`src/ieol_pkg.sv`:
```
/*
  Shared constants for the I2C eight-bit output latch: widths, bus
  address layout, subaddress command codes and reset values.
  Assumes nothing of its surroundings; imported whole by each module except ieol_bus_master.
*/
package ieol_pkg;
  localparam int DATA_W = 8;
  localparam int STRAP_W = 3;
  localparam int GROUP_W = 4;
  localparam int BIT_CNT_W = 4;
  // Group identifier in the upper address bits; value is arbitrary
  localparam logic [GROUP_W-1:0] GROUP_ID_DEF = 4'hA;
  // Subaddress codes decoded into the three internal strobes
  localparam logic [DATA_W-1:0] SUB_WRITE = 8'h11;
  localparam logic [DATA_W-1:0] SUB_READ = 8'h22;
  localparam logic [DATA_W-1:0] SUB_XFER = 8'h44;
  localparam logic [DATA_W-1:0] REG_RESET = 8'h00;
  localparam logic [BIT_CNT_W-1:0] BITS_PER_BYTE = 4'h8;
  localparam int SYNC_STAGES = 2;

  typedef enum logic [3:0] {
    ST_IDLE, ST_ADDR, ST_ADDR_ACK, ST_SUB, ST_SUB_ACK,
    ST_DATA, ST_DATA_ACK, ST_RD, ST_RD_ACK, ST_IGNORE
  } ieol_state_e;
endpackage : ieol_pkg

```
`src/ieol_sync.sv`:
```
/*
  Two-flop synchroniser bank, one chain per bit.
  Assumes each input bit is quasi-static relative to ref_clk; the
  first stage is read only by the second stage.
*/
`timescale 1ns/10ps
module ieol_sync
  import ieol_pkg::*;
#(
  parameter int WIDTH = 1,
  parameter logic [WIDTH-1:0] RESET_VAL = '0
) (
  input wire logic ref_clk,
  input wire logic reset_n,
  input wire logic [WIDTH-1:0] asyncIn,
  output logic [WIDTH-1:0] syncOut
);
  genvar i;
  // One metastability chain per bit
  generate
    for (i = 0; i < WIDTH; i++) begin : g_bit
      logic meta_q;
      logic stable_q;
      always_ff @(posedge ref_clk or negedge reset_n) begin
        if (!reset_n) begin
          meta_q <= RESET_VAL[i];
          stable_q <= RESET_VAL[i];
        end else begin
          meta_q <= asyncIn[i];
          stable_q <= meta_q;
        end
      end
      assign syncOut[i] = stable_q;
    end
  endgenerate
endmodule : ieol_sync

```
`src/ieol_latch.sv`:
```
/*
  I2C-addressed eight-bit output latch: bus slave, serial shift
  register, storage register and gated low-side sink drive.
  Assumes ref_clk oversamples SCL by a wide margin (100 MHz against at
  most a few MHz) and that SDA/SCL are resolved outside from sdaOe.
*/
`timescale 1ns/10ps
// Functional notes
// - An 8-bit serial-in shift register loads in parallel into an 8-bit storage register that drives the outputs.
// - Data bits enter the shift register only after group and device address have matched.
// - Subaddress 11H writes the shift register, 22H selects read-back and 44H moves the shift byte to storage.
// - With the active-low output enable high, all sink outputs are off.
// - With the output enable low and no over-temperature indication, each storage bit passes straight to its output.
// - A one turns the sink on, a zero turns it off.
// - Power-up clear puts every register into the all-outputs-off state.
// - An over-temperature indication forces all sink outputs off.
// - Eight independent sink outputs, one per storage bit.
// - SDA is driven only as an open-drain pull-down and is also sampled.
// - Power-up clear also returns the bus interface to idle.
module ieol_latch
  import ieol_pkg::*;
#(
  parameter logic [GROUP_W-1:0] GROUP_ID = GROUP_ID_DEF,
  parameter int WIDTH = DATA_W
) (
  input wire logic ref_clk,
  input wire logic reset_n,
  input wire logic scl,
  input wire logic sdaIn,
  output logic sdaOut,
  output logic sdaOe,
  input wire logic addr_strap_bit0,
  input wire logic addr_strap_bit1,
  input wire logic addr_strap_bit2,
  input wire logic outEnable_n,
  input wire logic overTemp,
  output logic [WIDTH-1:0] sink_outputs
);
  localparam int N_SYNC = 4 + STRAP_W;

  logic [N_SYNC-1:0] pinsRaw;
  logic [N_SYNC-1:0] pinsSync;
  logic sclS;
  logic sdaS;
  logic outEnableS_n;
  logic overTempS;
  logic [STRAP_W-1:0] strapS;

  ieol_state_e state_q;
  ieol_state_e state_d;
  logic sclPrev_q;
  logic sdaPrev_q;
  logic [DATA_W-1:0] rxByte_q;
  logic [WIDTH-1:0] shiftReg_q;
  logic [WIDTH-1:0] storage_q;
  logic [WIDTH-1:0] txByte_q;
  logic [DATA_W-1:0] subAddr_q;
  logic [BIT_CNT_W-1:0] bitCnt_q;
  logic readStorage_q;
  logic readWrite_q;
  logic masterAck_q;
  logic sdaOe_q;
  logic sdaOut_q;
  logic [WIDTH-1:0] sink_q;

  // Pins cross into ref_clk; SCL/SDA idle high, enable idles off
  assign pinsRaw = {scl, sdaIn, outEnable_n, overTemp,
                    addr_strap_bit2, addr_strap_bit1, addr_strap_bit0};

  ieol_sync #(
    .WIDTH(N_SYNC),
    .RESET_VAL(7'h70)
  ) u_sync (
    .ref_clk(ref_clk),
    .reset_n(reset_n),
    .asyncIn(pinsRaw),
    .syncOut(pinsSync)
  );

  assign sclS = pinsSync[6];
  assign sdaS = pinsSync[5];
  assign outEnableS_n = pinsSync[4];
  assign overTempS = pinsSync[3];
  assign strapS = pinsSync[2:0];

  // Bus event decode from synchronised levels
  wire sclRise = sclS & ~sclPrev_q;
  wire sclFall = ~sclS & sclPrev_q;
  wire startSeen = sclS & sclPrev_q & sdaPrev_q & ~sdaS;
  wire stopSeen = sclS & sclPrev_q & ~sdaPrev_q & sdaS;
  wire byteDone = (bitCnt_q == BITS_PER_BYTE);
  wire addrMatch = (rxByte_q[7:4] == GROUP_ID) &&
                   (rxByte_q[3:1] == strapS);
  wire isWrite = (rxByte_q == SUB_WRITE);
  wire isRead = (rxByte_q == SUB_READ);
  wire isXfer = (rxByte_q == SUB_XFER);
  wire subValid = isWrite | isRead | isXfer;
  wire receiving = (state_q == ST_ADDR) || (state_q == ST_SUB) ||
                   (state_q == ST_DATA);
  wire rxShift = receiving & sclRise & ~byteDone;
  // Data bits commit on the SCL fall after sampling, so the rising SCL
  // of a stop is never taken as one more bit
  wire dataShift = (state_q == ST_DATA) & sclFall &
                   (bitCnt_q != '0);
  wire xferStrobe = (state_q == ST_SUB) & sclFall & byteDone &
                    isXfer;
  wire readSelStrobe = (state_q == ST_SUB) & sclFall & byteDone &
                       subValid;
  wire [WIDTH-1:0] readSource = readStorage_q ? storage_q : shiftReg_q;
  // Gate: enable low and no overload, else every sink is off
  wire sinkEnable = ~outEnableS_n & ~overTempS;
  wire [WIDTH-1:0] sinkNext = sinkEnable ? storage_q :
                              REG_RESET;
  wire txBit = txByte_q[3'(WIDTH - 1 - int'(bitCnt_q))];

  // Next state; start and stop override any phase
  always_comb begin
    state_d = state_q;
    if (startSeen) begin
      state_d = ST_ADDR;
    end else if (stopSeen) begin
      state_d = ST_IDLE;
    end else if (sclFall) begin
      case (state_q)
        ST_ADDR: begin
          if (byteDone) begin
            state_d = addrMatch ? ST_ADDR_ACK : ST_IGNORE;
          end
        end
        ST_ADDR_ACK: state_d = readWrite_q ? ST_RD : ST_SUB;
        ST_SUB: begin
          if (byteDone) begin
            state_d = subValid ? ST_SUB_ACK : ST_IGNORE;
          end
        end
        ST_SUB_ACK: state_d = (subAddr_q == SUB_WRITE) ? ST_DATA :
                              ST_IGNORE;
        ST_DATA: begin
          if (byteDone) begin
            state_d = ST_DATA_ACK;
          end
        end
        ST_DATA_ACK: state_d = ST_DATA;
        ST_RD: begin
          if (byteDone) begin
            state_d = ST_RD_ACK;
          end
        end
        ST_RD_ACK: state_d = masterAck_q ? ST_RD : ST_IGNORE;
        default: state_d = state_q;
      endcase
    end
  end

  // State, edge history and bit counter
  always_ff @(posedge ref_clk or negedge reset_n) begin
    if (!reset_n) begin
      state_q <= ST_IDLE;
      sclPrev_q <= 1'b1;
      sdaPrev_q <= 1'b1;
      bitCnt_q <= '0;
    end else begin
      state_q <= state_d;
      sclPrev_q <= sclS;
      sdaPrev_q <= sdaS;
      if (startSeen || (sclFall && state_d != state_q)) begin
        bitCnt_q <= '0;
      end else if (sclRise && !byteDone &&
                   (receiving || state_q == ST_RD)) begin
        bitCnt_q <= bitCnt_q + 4'h1;
      end
    end
  end

  // Received byte, serial shift and captured subaddress
  always_ff @(posedge ref_clk or negedge reset_n) begin
    if (!reset_n) begin
      rxByte_q <= REG_RESET;
      shiftReg_q <= REG_RESET;
      subAddr_q <= REG_RESET;
      readWrite_q <= 1'b0;
    end else begin
      if (rxShift) begin
        rxByte_q <= {rxByte_q[DATA_W-2:0], sdaS};
      end
      if (dataShift) begin
        shiftReg_q <= {shiftReg_q[WIDTH-2:0], rxByte_q[0]};
      end
      if (readSelStrobe) begin
        subAddr_q <= rxByte_q;
      end
      if (state_q == ST_ADDR && sclFall && byteDone) begin
        readWrite_q <= rxByte_q[0];
      end
    end
  end

  // Storage register and read-back source select
  always_ff @(posedge ref_clk or negedge reset_n) begin
    if (!reset_n) begin
      storage_q <= REG_RESET;
      readStorage_q <= 1'b0;
    end else begin
      if (xferStrobe) begin
        storage_q <= shiftReg_q;
      end
      if (readSelStrobe) begin
        readStorage_q <= isRead;
      end
    end
  end

  // Transmit byte and master acknowledge capture
  always_ff @(posedge ref_clk or negedge reset_n) begin
    if (!reset_n) begin
      txByte_q <= REG_RESET;
      masterAck_q <= 1'b0;
    end else begin
      if (sclFall && state_d == ST_RD && state_q != ST_RD) begin
        txByte_q <= readSource;
      end
      if (state_q == ST_RD_ACK && sclRise) begin
        masterAck_q <= ~sdaS;
      end
    end
  end

  // SDA pull-down: ack slots and zero read bits, changed on SCL fall
  always_ff @(posedge ref_clk or negedge reset_n) begin
    if (!reset_n) begin
      sdaOe_q <= 1'b0;
      sdaOut_q <= 1'b0;
    end else begin
      sdaOut_q <= 1'b0;
      if (startSeen || stopSeen) begin
        sdaOe_q <= 1'b0;
      end else if (sclFall) begin
        case (state_d)
          ST_ADDR_ACK, ST_SUB_ACK, ST_DATA_ACK: sdaOe_q <= 1'b1;
          ST_RD: begin
            // First bit comes from the freshly selected source
            if (state_q != ST_RD) begin
              sdaOe_q <= ~readSource[WIDTH-1];
            end else begin
              sdaOe_q <= ~txBit;
            end
          end
          default: sdaOe_q <= 1'b0;
        endcase
      end
    end
  end

  // Registered sink drive; overload and enable act within 3 clocks
  always_ff @(posedge ref_clk or negedge reset_n) begin
    if (!reset_n) begin
      sink_q <= REG_RESET;
    end else begin
      sink_q <= sinkNext;
    end
  end

  assign sdaOut = sdaOut_q;
  assign sdaOe = sdaOe_q;
  assign sink_outputs = sink_q;
endmodule : ieol_latch

```
`config.mk`:
```
export PLATFORM = sky130hd
export DESIGN_NAME = ieol_latch
export DESIGN_NICKNAME = d
export VERILOG_FILES = /design/src/ieol_pkg.sv /design/src/ieol_sync.sv /design/src/ieol_latch.sv
export SDC_FILE = /design/constraint.sdc
export NUM_CORES = 1
export LEC_CHECK = 0
export BUFFER_PORTS_ARGS = -buffer_cell sky130_fd_sc_hd__buf_2
export CORE_AREA = 2 2 91 71
export DETAILED_ROUTE_END_ITERATION = 12
export DIE_AREA = 0 0 93 73
export PLACE_DENSITY = 0.82
export SYNTH_ARGS = -nofsm -noshare
export SYNTH_HDL_FRONTEND = slang
export SYNTH_SLANG_ARGS = --single-unit
export TNS_END_PERCENT = 1
```
`constraint.sdc`:
```
create_clock -name ref_clk -period 3.15 [get_ports ref_clk]
set_input_delay 0.315 -clock ref_clk [delete_from_list [all_inputs] [get_ports ref_clk]]
set_output_delay 0.315 -clock ref_clk [all_outputs]
set_load 0.02 [all_outputs]
```
==> results of run 1 <==
## layout make-up
class,count,area [sq um]
Clock buffer,10,127.6
Clock inverter,6,48.80
Fill cell,484,2297
Inverter,5,18.77
Multi-Input combinational cell,174,1375
Sequential cell,76,1912
Tap cell,81,101.3
Timing Repair Buffer,22,125.1
## state kept, by name, summed over array words and instances (netlist names)
name,cells
rxByte_q,8
shiftReg_q,8
sink_outputs,8
storage_q,8
subAddr_q,8
txByte_q,8
u_sync.g_bit.meta_q,7
u_sync.g_bit.stable_q,7
bitCnt_q,4
state_q,4
masterAck_q,1
readStorage_q,1
readWrite_q,1
sclPrev_q,1
sdaOe,1
sdaPrev_q,1
## placed cells by master (no fill, tap or decap), types with 3 or more instances in the layout
| cell type | synthesis | routed |
|---|---|---|
| a21o_1 | 3 | 3 |
| a21oi_1 | 4 | 4 |
| and2_1 | 11 | 11 |
| buf_2 | 3 | 16 |
| buf_4 | 1 | 6 |
| clkbuf_8 | 0 | 9 |
| clkinvlp_4 | 0 | 3 |
| dfrtp_1 | 68 | 68 |
| dfstp_2 | 8 | 8 |
| inv_1 | 5 | 5 |
| mux2_2 | 44 | 44 |
| mux2i_1 | 4 | 4 |
| nand2_1 | 15 | 15 |
| nand2b_1 | 4 | 4 |
| nand3_1 | 7 | 7 |
| nand3b_1 | 3 | 3 |
| nand4_1 | 3 | 3 |
| nor2_1 | 15 | 15 |
| nor2b_1 | 3 | 3 |
| nor3_1 | 5 | 5 |
| nor4_1 | 3 | 3 |
| o21a_1 | 4 | 4 |
| o21ai_0 | 8 | 8 |
| o31a_1 | 3 | 3 |
| xor2_1 | 6 | 6 |
## worst min path at each step
stage	start	endpoint	slack, ps	depth (start not counted)
after floorplan	reset_n	bitCnt_q[0]	20	0
after global placement	u_sync.g_bit[3].meta_q	u_sync.g_bit[3].stable_q	330	0
after detailed placement	u_sync.g_bit[2].meta_q	u_sync.g_bit[2].stable_q	340	0
after CTS	outEnable_n	u_sync.g_bit[4].meta_q	30	1
after global routing	outEnable_n	u_sync.g_bit[4].meta_q	20	1
final	outEnable_n	u_sync.g_bit[4].meta_q	50	1
## power by group
| group | internal, mW | switching [mW] |
|---|---|---|
| sequential | 1.08 | 0.164 |
| combinational | 0.223 | 0.230 |
| clock | 0.292 | 0.370 |
| total | 1.60 | 0.764 |
## metal layers
metal  up-vias  routed length, um  GRT usage
met3        10                376    0.06818
met5         -                  0          0
met4         0                 90    0.06863
met1      1017               2672     0.2710
met2        54               2709     0.3148
li1        993                  -          -
## kinds of logic (layout without fill, tap and decap cells)
| kind of cell | Yosys count | after routing | synth area share |
|---|---|---|---|
| other | 1 | 1 | 0.001119 |
| and+or+nand+nor | 80 | 80 | 0.1385 |
| muxes | 50 | 50 | 0.1732 |
| buffers and inverters | 15 | 43 | 0.01941 |
| xor gates and xnor gates | 8 | 8 | 0.02090 |
| adders and majority gates | 2 | 2 | 0.007464 |
| AOI/OAI and AO/OA | 33 | 33 | 0.06906 |
| DFF | 76 | 76 | 0.5704 |
## Yosys cell counts, types with 3 or more instances
master,number,share of area
inv_1,5,0.0056
nand3b_1,3,0.0067
and2_1,11,0.021
a21oi_1,4,0.0060
nand4_1,3,0.0056
a21o_1,3,0.0067
o21ai_0,8,0.012
xor2_1,6,0.016
buf_2,3,0.0045
nand2b_1,4,0.0075
o21a_1,4,0.0090
nor3_1,5,0.0075
nand2_1,15,0.017
clkbuf_1,4,0.0045
nor2b_1,3,0.0056
nor4_1,3,0.0056
mux2_2,44,0.15
nand3_1,7,0.010
mux2i_1,4,0.012
nor2_1,15,0.017
o31a_1,3,0.0078
dfstp_2,8,0.063
dfrtp_1,68,0.51
## metrics by stage
stage	total power [mW]	cell area [sq um]
3_3_place_gp	1.698	3525
4_1_cts	2.389	3701
5_1_grt	2.507	3709
2_1_floorplan	1.577	3352
3_5_place_dp	1.718	3525
6_report	2.361	3709
## critical path: stages, from the launching register on
cell and delay (ps):
dfrtp_1 510, inv_1 80, ha_1 220, nand3b_1 190, nor3_1 80, o31a_1 120
a222oi_1 540, nand2_1 170, nor4b_4 270, buf_4 210, mux2_2 350
==> Flow_metrics.wiki, run 1 <==
{| class="wikitable"
! Metric !! Value
|-
| Total count of hold-check failures in the final report || 0
|-
| Average vias per placed instance || roughly 5.5
|-
| Reg2Reg Capture Point || txByte_q[2]
|-
| Final Util || 0.6175
|-
| Area growth from synthesis to layout || 10.64%
|-
| Vias in the first global route || around 2100
|-
| Number of clock sinks || 76
|-
| Worst clock skew || 12.96 ps
|-
| Buffer cell driving the clock tree root || clkbuf_8
|-
| Post-layout nets || approximately 300
|-
| Number of antenna violations at the first check in global routing || 0
|-
| Sequential element share of the synthesized area || 0.5704
|-
| Number of warnings issued by yosys || 0
|-
| Die height || approximately 73 um
|-
| Routed vias || 2074
|-
| Fraction of layout instances using a drive strength above 1 || 0.3311
|-
| Required @ worst endpoint || around 3400 ps
|-
| Post-synth net total || 276
|-
| I/O pins || 19
|-
| Wirelength, routed || about 6000 um
|-
| Class of the worst hold path || in2reg
|-
| Final setup viols || 0
|-
| Area of the mapped netlist || roughly 3400 sq um
|-
| GRT Total Usage || 0.2024
|-
| Setup TNS || 0 ps
|-
| RR Startpoint || bitCnt_q[0]
|-
| Number of antenna repair diodes || 0
|-
| Critical path launch point || bitCnt_q[0]
|-
| R2R setup slack || 290 ps
|-
| Post-CTS resize count || 0
|-
| Starting DRC count in detailed routing || 165
|-
| CORE AREA || roughly 6000 sq um
|-
| DRC viols || 0
|-
| Half-perimeter wire length of the detailed placement result || ~4100 um
|-
| Maximum fanout encountered on the critical timing path || 8
|-
| Drt pass-1 iters || 4
|-
| End point of the critical path || txByte_q[2]
|-
| TritonCTS clock tree || done
|-
| Worst-case clock buffer depth || 2
|-
| Transition time at the pin with the least slew margin || between 900 and 1000 ps
|-
| Wire length per cell after detailed routing || 15.64 um
|-
| WS Path Type || reg2reg
|-
| Pin count of the biggest net entering global routing || 77
|-
| Clock period minus worst slack || between 2000 and 3000 ps
|-
| Final std cells w/o fill || around 370
|-
| Flop and latch count out of synthesis || between 70 and 80
|-
| Headroom to the max-slew limit || 0.3943
|-
| Placed cells || ~360
|-
| Die Outline Area || roughly 6800 sq um
|-
| Final cycle utilization of the critical path || 0.9092
|-
| Total overflow reported by the global router || 0
|-
| Number of clock buffers inserted by TritonCTS || 9
|-
| Fin Hold WS || ~46 ps
|-
| Buffers inserted during post-CTS setup optimization || 0
|-
| Hold-fix buffer count after cts || 0
|-
| Maximum capacitance violations || 0
|-
| Worst Setup End Kind || register
|-
| Most instantiated flip-flop cell in the synthesis netlist || dfrtp_1
|-
| Number of flops mapped to enable cells by yosys || 0
|-
| Die boundary width || ~93 um
|-
| Number of cells on the worst reg-to-reg path || 10
|-
| Routability congestion estimate || a little under 1
|-
| Number of placement rows || 25
|-
| Synthesized instance count || roughly 270
|-
| Number of unique standard cell types used by synthesis || 50
|-
| Post-DRT Antenna Nets || 0
|-
| Share of flip-flops with an asynchronous set or reset || 1.000
|-
| Post-route setup slack || roughly 290 ps
|-
| Clock slew seen by the registers of the worst setup and hold paths || around 80 ps
|-
| Global-route wire length before repair || roughly 10000 um
|-
| Leakage power of the design || 1.738 nW
|-
| Power density cells || approximately 640 nW/um^2
|-
| Initial core utilization || 0.5581
|-
| Result of the run || complete, no violations
|-
| Clk_lat worst skew || between 300 and 400 ps
|-
| Number of levels the H-tree was split into || 3
|-
| Pre-CTS setup slack || around 180 ps
|-
| Highest clock rate || roughly 350 MHz
|-
| Port buffer count || 17
|-
| Worst ir drop on vdd || approximately 420 uV
|-
| Mean instance size in the synthesized netlist || roughly 13 sq um
|-
| Setup repair after global routing missed its margin || no
|-
| Endpoint arrival time on the critical path || just over 3000 ps
|-
| Type of element launching the critical path || register
|-
| Final max-slew violation count || 0
|}
Power figures use the tool's default switching activity.
==> run 2: changes to the inputs <==
- CORE_AREA: 2 2 91 71 -> 2 2 92 72
- DIE_AREA: 0 0 93 73 -> 0 0 94 74
- PLACE_DENSITY: 0.82 -> 0.83
- SYNTH_HIERARCHICAL: unset -> 1
==> Flow_metrics.wiki, run 2 <==
{| class="wikitable"
! Metric !! Value
|-
| P_int || 1.777 mW (was 1.597 mW)
|-
| Startpoint of the lowest-slack hold path || scl (was outEnable_n)
|-
| Placed cells || 371 (was 357)
|-
| Sequential Power Share || 0.480 (was 0.527)
|-
| Worst Setup End Kind || register (unchanged)
|-
| Number of clock sinks || 76 (unchanged)
|-
| Initial core utilization || 0.5696 (was 0.5581)
|-
| RR Startpoint || bitCnt_q[1] (was bitCnt_q[0])
|-
| Average vias per placed instance || 5.506 (was 5.545)
|-
| Net switching power of the design || 0.8012 mW (was 0.7643 mW)
|-
| Worst clock skew || 13.16 ps (was 12.96 ps)
|-
| Number of placement rows || 25 (unchanged)
|-
| CORE AREA || 6100 sq um (was 6006 sq um)
|-
| Type of element launching the critical path || register (unchanged)
|-
| Final std cells w/o fill || 387 (was 374)
|-
| Clk network pwr share || 0.321 (was 0.280)
|-
| Flop and latch count out of synthesis || 76 (unchanged)
|-
| Final cycle utilization of the critical path || 0.9095 (was 0.9092)
|-
| Drt pass-1 iters || 4 (unchanged)
|-
| Global routing usage on met1 || 0.3017 (was 0.2710)
|-
| Mean instance size in the synthesized netlist || 12.32 sq um (was 12.65 sq um)
|-
| Power density cells || 670.2 nW/um^2 (was 636.7 nW/um^2)
|-
| Met2 usage || 0.3079 (was 0.3148)
|-
| Wirelength, routed || 6171 um (was 5849 um)
|-
| Die Outline Area || 6956 sq um (was 6789 sq um)
|-
| Family with the most delay on the worst path || simple AND/OR/NAND/NOR gates (unchanged)
|-
| Half-perimeter wire length of the detailed placement result || 4271 um (was 4129 um)
|-
| Busiest layer in global routing || met2 (unchanged)
|-
| Post-DRT Antenna Nets || 0 (unchanged)
|-
| Critical path launch point || bitCnt_q[1] (was bitCnt_q[0])
|-
| Synthesized instance count || 282 (was 265)
|-
| Port buffer count || 17 (unchanged)
|-
| Fin Hold WS || 52.82 ps (was 46.31 ps)
|-
| Clock period minus worst slack || 2865 ps (was 2864 ps)
|-
| Most numerous cell in the Yosys netlist || dfrtp_1 (unchanged)
|-
| Number of flops mapped to enable cells by yosys || 0 (unchanged)
|-
| Number of antenna repair diodes || 0 (unchanged)
|-
| Maximum capacitance violations || 0 (unchanged)
|-
| Final setup viols || 0 (unchanged)
|-
| Sequential element share of the synthesized area || 0.5502 (was 0.5704)
|-
| Vias in the first global route || 2183 (was 2123)
|-
| Highest-delay cell along the critical path || or3b_4 (was a222oi_1)
|-
| Hold-fix buffer count after cts || 0 (unchanged)
|-
| Buffer cell driving the clock tree root || clkbuf_8 (unchanged)
|-
| Die height || 74 um (was 73 um)
|-
| Most common library cell in the layout ignoring fill and taps || dfrtp_1 (unchanged)
|-
| Most instantiated flip-flop cell in the synthesis netlist || dfrtp_1 (unchanged)
|-
| Routability congestion estimate || 0.9002 (was 0.9751)
|-
| Synth top cells by count || 68 x dfrtp_1, 33 x mux2_2, 33 x nand2_1, 17 x nor2_1, 10 x and2_1 (was 68 x dfrtp_1, 44 x mux2_2, 15 x nand2_1, 15 x nor2_1, 11 x and2_1)
|-
| CP Cell Sequence || inv_1 -> ha_1 -> nand3b_2 -> nor2_1 -> o41a_1 -> a311oi_2 -> nor4b_2 -> or3b_4 -> mux2_4 (was inv_1 -> ha_1 -> nand3b_1 -> nor3_1 -> o31a_1 -> a222oi_1 -> nand2_1 -> nor4b_4 -> buf_4 -> mux2_2)
|-
| Post-CTS resize count || 0 (unchanged)
|-
| Total overflow reported by the global router || 0 (unchanged)
|-
| Reg2Reg Capture Point || txByte_q[4] (was txByte_q[2])
|-
| Number of unique standard cell types used by synthesis || 57 (was 50)
|-
| Class of the worst hold path || in2reg (unchanged)
|-
| Number of antenna violations at the first check in global routing || 0 (unchanged)
|-
| Final max-slew violation count || 0 (unchanged)
|-
| GRT Total Usage || 0.2111 (was 0.2024)
|-
| Global-route wire length before repair || 10870 um (was 10240 um)
|-
| Comb pwr share || 0.199 (was 0.192)
|-
| Number of warnings issued by yosys || 6 (was 0)
|-
| Fraction of layout instances using a drive strength above 1 || 0.3399 (was 0.3311)
|-
| Area fraction of the dominant cell type after synthesis || 0.4897 (was 0.5077)
|-
| Number of clock buffers inserted by TritonCTS || 9 (unchanged)
|-
| Share of flip-flops with an asynchronous set or reset || 1.000 (unchanged)
|-
| Pin count of the biggest net entering global routing || 77 (unchanged)
|-
| Highest clock rate || 349.1 MHz (was 349.2 MHz)
|-
| Wire length per cell after detailed routing || 15.95 um (was 15.64 um)
|-
| DRC viols || 0 (unchanged)
|-
| Result of the run || complete, no violations (unchanged)
|-
| Routed vias || 2131 (was 2074)
|-
| Final Util || 0.6308 (was 0.6175)
|-
| Setup TNS || 0 ps (unchanged)
|-
| End point of the critical path || txByte_q[4] (was txByte_q[2])
|-
| Maximum fanout encountered on the critical timing path || 8 (unchanged)
|-
| Post-synthesis cell type with the largest combined area || dfrtp_1 (unchanged)
|-
| I/O pins || 19 (unchanged)
|-
| Setup repair after global routing missed its margin || no (unchanged)
|-
| Worst path buffer plus inverter count || 1 (was 2)
|-
| Worst ir drop on vdd || 544.6 uV (was 419.8 uV)
|-
| Number of levels the H-tree was split into || 3 (unchanged)
|-
| R2R setup slack || 290 ps (about the same)
|-
| Number of cells on the worst reg-to-reg path || 9 (was 10)
|-
| TritonCTS clock tree || done (unchanged)
|-
| Clk_lat worst skew || 360 ps (about the same)
|-
| Die boundary width || 94 um (was 93 um)
|-
| Worst-case clock buffer depth || 2 (unchanged)
|-
| Area growth from synthesis to layout || 10.73% (was 10.64%)
|-
| Endpoint arrival time on the critical path || 3100 ps (about the same)
|-
| WS Path Type || reg2reg (unchanged)
|-
| Total count of hold-check failures in the final report || 0 (unchanged)
|-
| Transition time at the pin with the least slew margin || 905.7 ps (was 908.6 ps)
|-
| Delay of the slowest cell on the worst path || 510 ps (was 540 ps)
|-
| Cell types occupying the most area after synthesis || dfrtp_1 49%, mux2_2 11%, dfstp_2 6.0%, nand2_1 3.6%, mux2_4 3.5% (was dfrtp_1 51%, mux2_2 15%, dfstp_2 6.3%, and2_1 2.1%, nand2_1 1.7%)
|-
| Starting DRC count in detailed routing || 122 (was 165)
|-
| Buffers inserted during post-CTS setup optimization || 0 (unchanged)
|-
| Clock slew seen by the registers of the worst setup and hold paths || 80 ps (about the same)
|-
| Required @ worst endpoint || 3390 ps (about the same)
|-
| Area of the mapped netlist || 3475 sq um (was 3352 sq um)
|-
| Post-layout nets || 312 (was 299)
|-
| Headroom to the max-slew limit || 0.3962 (was 0.3943)
|-
| Met3 usage in global routing || 0.07700 (was 0.06818)
|-
| Most used cells in the layout excluding fill and tap cells || 68 x dfrtp_1, 33 x nand2_1, 33 x mux2_2 (was 68 x dfrtp_1, 44 x mux2_2, 16 x buf_2)
|-
| Switching share of power || 0.3107 (was 0.3237)
|-
| Stages on the worst setup path || 9 (was 10)
|-
| Leakage power of the design || 1.828 nW (was 1.738 nW)
|-
| Post-synth net total || 293 (was 276)
|}
run 2: metrics by stage:
step / power (mW) / area (sq um) / setup slack [ps]
after floorplan: 1.596 / 3475 / 422.3
after global placement: 1.744 / 3622 / 268.1
after detailed placement: 1.761 / 3622 / 163.0
after CTS: 2.596 / 3845 / 135.6
after global routing: 2.722 / 3847 / 81.39
final: 2.579 / 3847 / 285.2
run 2: cell type report:
type	count	area (sq um)
fill	476	2252
sequential	76	1912
multi-input combinational	186	1453
timing repair buffer	25	147.6
clock buffer	9	123.9
tap	81	101.3
clock inverter	7	98.84
inverter	3	11.26
run 2: worst reg2reg max path: stages, from the launching register on:
cell and delay, ps:
dfrtp_1 460, inv_1 70, ha_1 220, nand3b_2 160, nor2_1 70, o41a_1 320, a311oi_2 330, nor4b_2 280
or3b_4 510, mux2_4 330
run 2: power groups by stage:
stage | clock, mW | sequential (mW) | combinational, mW
4_1_cts | 0.847 | 1.24 | 0.514
6_report | 0.827 | 1.24 | 0.514
2_1_floorplan | 0 | 1.19 | 0.403
3_5_place_dp | 0 | 1.25 | 0.509
3_3_place_gp | 0 | 1.24 | 0.504
5_1_grt | 0.888 | 1.26 | 0.575
run 2: cells by family (layout without fill, tap and decap cells):
| family | Yosys count | after routing | synth area share |
|---|---|---|---|
| xor gates and xnor gates | 6 | 6 | 0.01512 |
| and+or+nand+nor | 106 | 106 | 0.1811 |
| AOI/OAI and AO/OA | 24 | 24 | 0.04681 |
| buffers and inverters | 20 | 44 | 0.03241 |
| DFF | 76 | 76 | 0.5502 |
| other | 1 | 1 | 0.001079 |
| muxes | 47 | 47 | 0.1660 |
| adders and majority gates | 2 | 2 | 0.007201 |
run 2: per-layer routing:
layer	part of all wire	wire length [um]
met5	0	0
met3	0.050	306
met1	0.50	3095
met4	0.016	97
met2	0.43	2671
run 2: how the worst min path moves through the flow:
stage,to,slack [ps],cells after the start
floorplan,bitCnt_q[0],20,0
global placement,u_sync/g_bit[0].stable_q,330,0
detailed placement,u_sync/g_bit[3].stable_q,340,0
CTS,u_sync/g_bit[6].meta_q,30,1
global route,u_sync/g_bit[4].meta_q,20,1
finish,u_sync/g_bit[6].meta_q,50,1
==> run 3: changes to the inputs <==
- ABC_AREA: unset -> 1
- CORE_AREA: 2 2 92 72 -> 2 2 93 72
- DIE_AREA: 0 0 94 74 -> 0 0 95 74
==> Flow_metrics.wiki, run 3 <==
{| class="wikitable"
! Metric !! Value
|-
| Result of the run || complete, no violations (unchanged)
|-
| Maximum fanout encountered on the critical timing path || 16 (was 8)
|-
| Total power || 2.493 mW (was 2.579 mW)
|-
| Wl on met1 || 3374 um (was 3095 um)
|-
| Routability congestion estimate || 0.9145 (was 0.9002)
|-
| Number of warnings issued by yosys || 6 (unchanged)
|-
| Required @ worst endpoint || 3400 ps (was 3390 ps)
|-
| Type of element launching the critical path || register (unchanged)
|-
| Worst clock skew || 8.316 ps (was 13.16 ps)
|-
| Worst-case clock buffer depth || 2 (unchanged)
|-
| Depth of the worst hold-timing path || 1 (unchanged)
|-
| Cell area after placement || 3617 sq um (was 3622 sq um)
|-
| Area of the mapped netlist || 3527 sq um (was 3475 sq um)
|-
| Maximum capacitance violations || 0 (unchanged)
|-
| Starting DRC count in detailed routing || 195 (was 122)
|-
| Number of levels the H-tree was split into || 3 (unchanged)
|-
| Class of the worst hold path || in2reg (unchanged)
|-
| Switching share of power || 0.3610 (was 0.3107)
|-
| Hold-fix buffer count after cts || 0 (unchanged)
|-
| Power density cells || 655.3 nW/um^2 (was 670.2 nW/um^2)
|-
| Die height || 74 um (unchanged)
|-
| Number of placement rows || 25 (unchanged)
|-
| Fin Hold WS || 42.09 ps (was 52.82 ps)
|-
| GRT Total Usage || 0.2264 (was 0.2111)
|-
| Leakage power of the design || 1.843 nW (was 1.828 nW)
|-
| Vias in the first global route || 2483 (was 2183)
|-
| Detailed route wirelength on metal3 || 437 um (was 306 um)
|-
| Worst ir drop on vdd || 405.1 uV (was 544.6 uV)
|-
| Final max-slew violation count || 0 (unchanged)
|-
| Sequential element share of the synthesized area || 0.5420 (was 0.5502)
|-
| Mean instance size in the synthesized netlist || 8.499 sq um (was 12.32 sq um)
|-
| Routed vias || 2677 (was 2131)
|-
| Pin count of the biggest net entering global routing || 77 (unchanged)
|-
| Share of flip-flops with an asynchronous set or reset || 1.000 (unchanged)
|-
| DRC viols || 0 (unchanged)
|-
| Most instantiated flip-flop cell in the synthesis netlist || dfrtp_1 (unchanged)
|-
| Number of antenna repair diodes || 0 (unchanged)
|-
| Reg2Reg Capture Point || txByte_q[0] (was txByte_q[4])
|-
| WS Path Type || reg2reg (unchanged)
|-
| Global-route wire length before repair || 11850 um (was 10870 um)
|-
| Number of unique standard cell types used by synthesis || 34 (was 57)
|-
| Post-synth net total || 426 (was 293)
|-
| Uppermost layer routed || met4 (unchanged)
|-
| Net switching power of the design || 0.8998 mW (was 0.8012 mW)
|-
| Endpoint arrival time on the critical path || 2660 ps (was 3100 ps)
|-
| Startpoint of the lowest-slack hold path || outEnable_n (was scl)
|-
| P_int || 1.593 mW (was 1.777 mW)
|-
| Post-layout nets || 439 (was 312)
|-
| Most numerous cell in the Yosys netlist || nand2_1 (was dfrtp_1)
|-
| Die Outline Area || 7030 sq um (was 6956 sq um)
|-
| Worst min-delay path endpoint || u_sync/g_bit[4].meta_q (was u_sync/g_bit[6].meta_q)
|-
| Number of clock buffers inserted by TritonCTS || 9 (unchanged)
|-
| Initial core utilization || 0.5724 (was 0.5696)
|-
| Number of antenna violations at the first check in global routing || 0 (unchanged)
|-
| Average vias per placed instance || 5.208 (was 5.506)
|-
| Post-CTS resize count || 0 (unchanged)
|-
| Clk_lat worst skew || 360 ps (about the same)
|-
| CORE AREA || 6162 sq um (was 6100 sq um)
|-
| Cell types occupying the most area after synthesis || dfrtp_1 48%, nand2_1 11%, dfstp_2 6.0%, o21ai_0 5.8%, inv_1 5.5% (was dfrtp_1 49%, mux2_2 11%, dfstp_2 6.0%, nand2_1 3.6%, mux2_4 3.5%)
|-
| Number of flops mapped to enable cells by yosys || 0 (unchanged)
|-
| Total overflow reported by the global router || 0 (unchanged)
|-
| Worst Setup End Kind || register (unchanged)
|-
| Wire length per cell after detailed routing || 13.63 um (was 15.95 um)
|-
| Clock slew seen by the registers of the worst setup and hold paths || 80 ps (about the same)
|-
| Number of clock sinks || 76 (unchanged)
|-
| Most common library cell in the layout ignoring fill and taps || nand2_1 (was dfrtp_1)
|-
| Sequential Power Share || 0.476 (was 0.480)
|-
| Total length of routed met2 wires || 3077 um (was 2671 um)
|-
| Most used cells in the layout excluding fill and tap cells || 103 x nand2_1, 68 x dfrtp_1, 52 x inv_1 (was 68 x dfrtp_1, 33 x nand2_1, 33 x mux2_2)
|-
| Buffer cell driving the clock tree root || clkbuf_8 (unchanged)
|-
| Highest clock rate || 414.5 MHz (was 349.1 MHz)
|-
| Final setup viols || 0 (unchanged)
|-
| Post-synthesis cell type with the largest combined area || dfrtp_1 (unchanged)
|-
| Wirelength, routed || 7006 um (was 6171 um)
|-
| Area growth from synthesis to layout || 7.840% (was 10.73%)
|-
| Half-perimeter wire length of the detailed placement result || 4859 um (was 4271 um)
|-
| RR Startpoint || bitCnt_q[0] (was bitCnt_q[1])
|-
| I/O pins || 19 (unchanged)
|-
| Clk network pwr share || 0.282 (was 0.321)
|-
| Transition time at the pin with the least slew margin || 1269 ps (was 905.7 ps)
|-
| Setup TNS || 0 ps (unchanged)
|-
| Final cycle utilization of the critical path || 0.7659 (was 0.9095)
|-
| Total count of hold-check failures in the final report || 0 (unchanged)
|-
| Port buffer count || 17 (unchanged)
|-
| Flop and latch count out of synthesis || 76 (unchanged)
|-
| Headroom to the max-slew limit || 0.1532 (was 0.3962)
|-
| TritonCTS clock tree || done (unchanged)
|-
| Setup repair after global routing missed its margin || no (unchanged)
|-
| R2R setup slack || 740 ps (was 290 ps)
|-
| Synth top cells by count || 103 x nand2_1, 68 x dfrtp_1, 52 x inv_1, 46 x nor2_1, 41 x o21ai_0 (was 68 x dfrtp_1, 33 x mux2_2, 33 x nand2_1, 17 x nor2_1, 10 x and2_1)
|-
| Drt pass-1 iters || 5 (was 4)
|-
| Design area || 3804 sq um (was 3847 sq um)
|-
| Synthesized instance count || 415 (was 282)
|-
| Post-DRT Antenna Nets || 0 (unchanged)
|-
| Comb pwr share || 0.243 (was 0.199)
|-
| Number of cells on the worst reg-to-reg path || 15 (was 9)
|-
| Fraction of layout instances using a drive strength above 1 || 0.1686 (was 0.3399)
|-
| Buffers inserted during post-CTS setup optimization || 0 (unchanged)
|-
| Number of inserted filler cells in the final layout || 532 (was 476)
|-
| Die boundary width || 95 um (was 94 um)
|-
| Clock period minus worst slack || 2413 ps (was 2865 ps)
|-
| Area fraction of the dominant cell type after synthesis || 0.4824 (was 0.4897)
|}
-- run 3: worst max-delay path: stages (launching register included) --
cell     delay (ps)
dfrtp_1         470
inv_1           180
ha_1            240
nand2_2          80
nor2_4          170
nand3_1          90
nor2_1           90
nand3_1          80
nand2_1          80
nand2_1          60
nand2_2          70
nand3_2          80
nor2_2          180
nand3_4         220
nand2_1         140
o21ai_2          60
-- run 3: cell families after synthesis --
logic type / share of synthesized area
AO/OA/AOI/OAI: 0.1047
flip-flops: 0.5420
other: 0.001063
multiplexers: 0.006030
XOR/XNOR: 0.004967
buffers and inverters: 0.09081
AND/OR/NAND/NOR: 0.2434
adder cells (fa/ha/maj): 0.007094
-- run 3: per-stage QoR --
step | instances | util | worst slack [ps]
floorplan | 415 | - | 1068
global placement | 498 | 0.5870 | 828.5
detailed placement | 498 | 0.5870 | 744.4
CTS | 514 | 0.6173 | 725.7
global route | 514 | 0.6173 | 519.4
finish | 514 | 0.6173 | 737.4
-- run 3: how the worst max path moves through the flow --
stage / cells past startpoint / slack, ps / start / to
finish: 15 / 740 / bitCnt_q[0] / txByte_q[0]
global route: 6 / 520 / bitCnt_q[0] / storage_q[5]
CTS: 15 / 730 / bitCnt_q[0] / txByte_q[1]
detailed placement: 15 / 740 / bitCnt_q[0] / txByte_q[1]
global placement: 15 / 830 / bitCnt_q[0] / txByte_q[4]
floorplan: 16 / 1070 / bitCnt_q[0] / txByte_q[6]
-- run 3: metal layers --
layer  global-route usage  vias up
met5                    0        -
met4               0.1079        0
met3              0.06180       11
met2               0.3121       93
met1               0.3351     1248
li1                     -     1325
-- run 3: cell type report --
class,count,area [sq um],area share
well taps,81,101.3,0.02664
multi-input cells,266,1295,0.3405
inverters,57,214.0,0.05625
repair buffers,18,95.09,0.02500
clock inverters,5,35.03,0.009211
clock buffers,11,151.4,0.03980
flip-flops and latches,76,1912,0.5026
-- run 3: power groups by stage --
stage / logic, mW / registers [mW] / clock network (mW)
2_1_floorplan: 0.472 / 1.17 / 0
3_3_place_gp: 0.590 / 1.20 / 0
3_5_place_dp: 0.589 / 1.20 / 0
4_1_cts: 0.596 / 1.18 / 0.716
5_1_grt: 0.688 / 1.20 / 0.759
6_report: 0.605 / 1.19 / 0.702
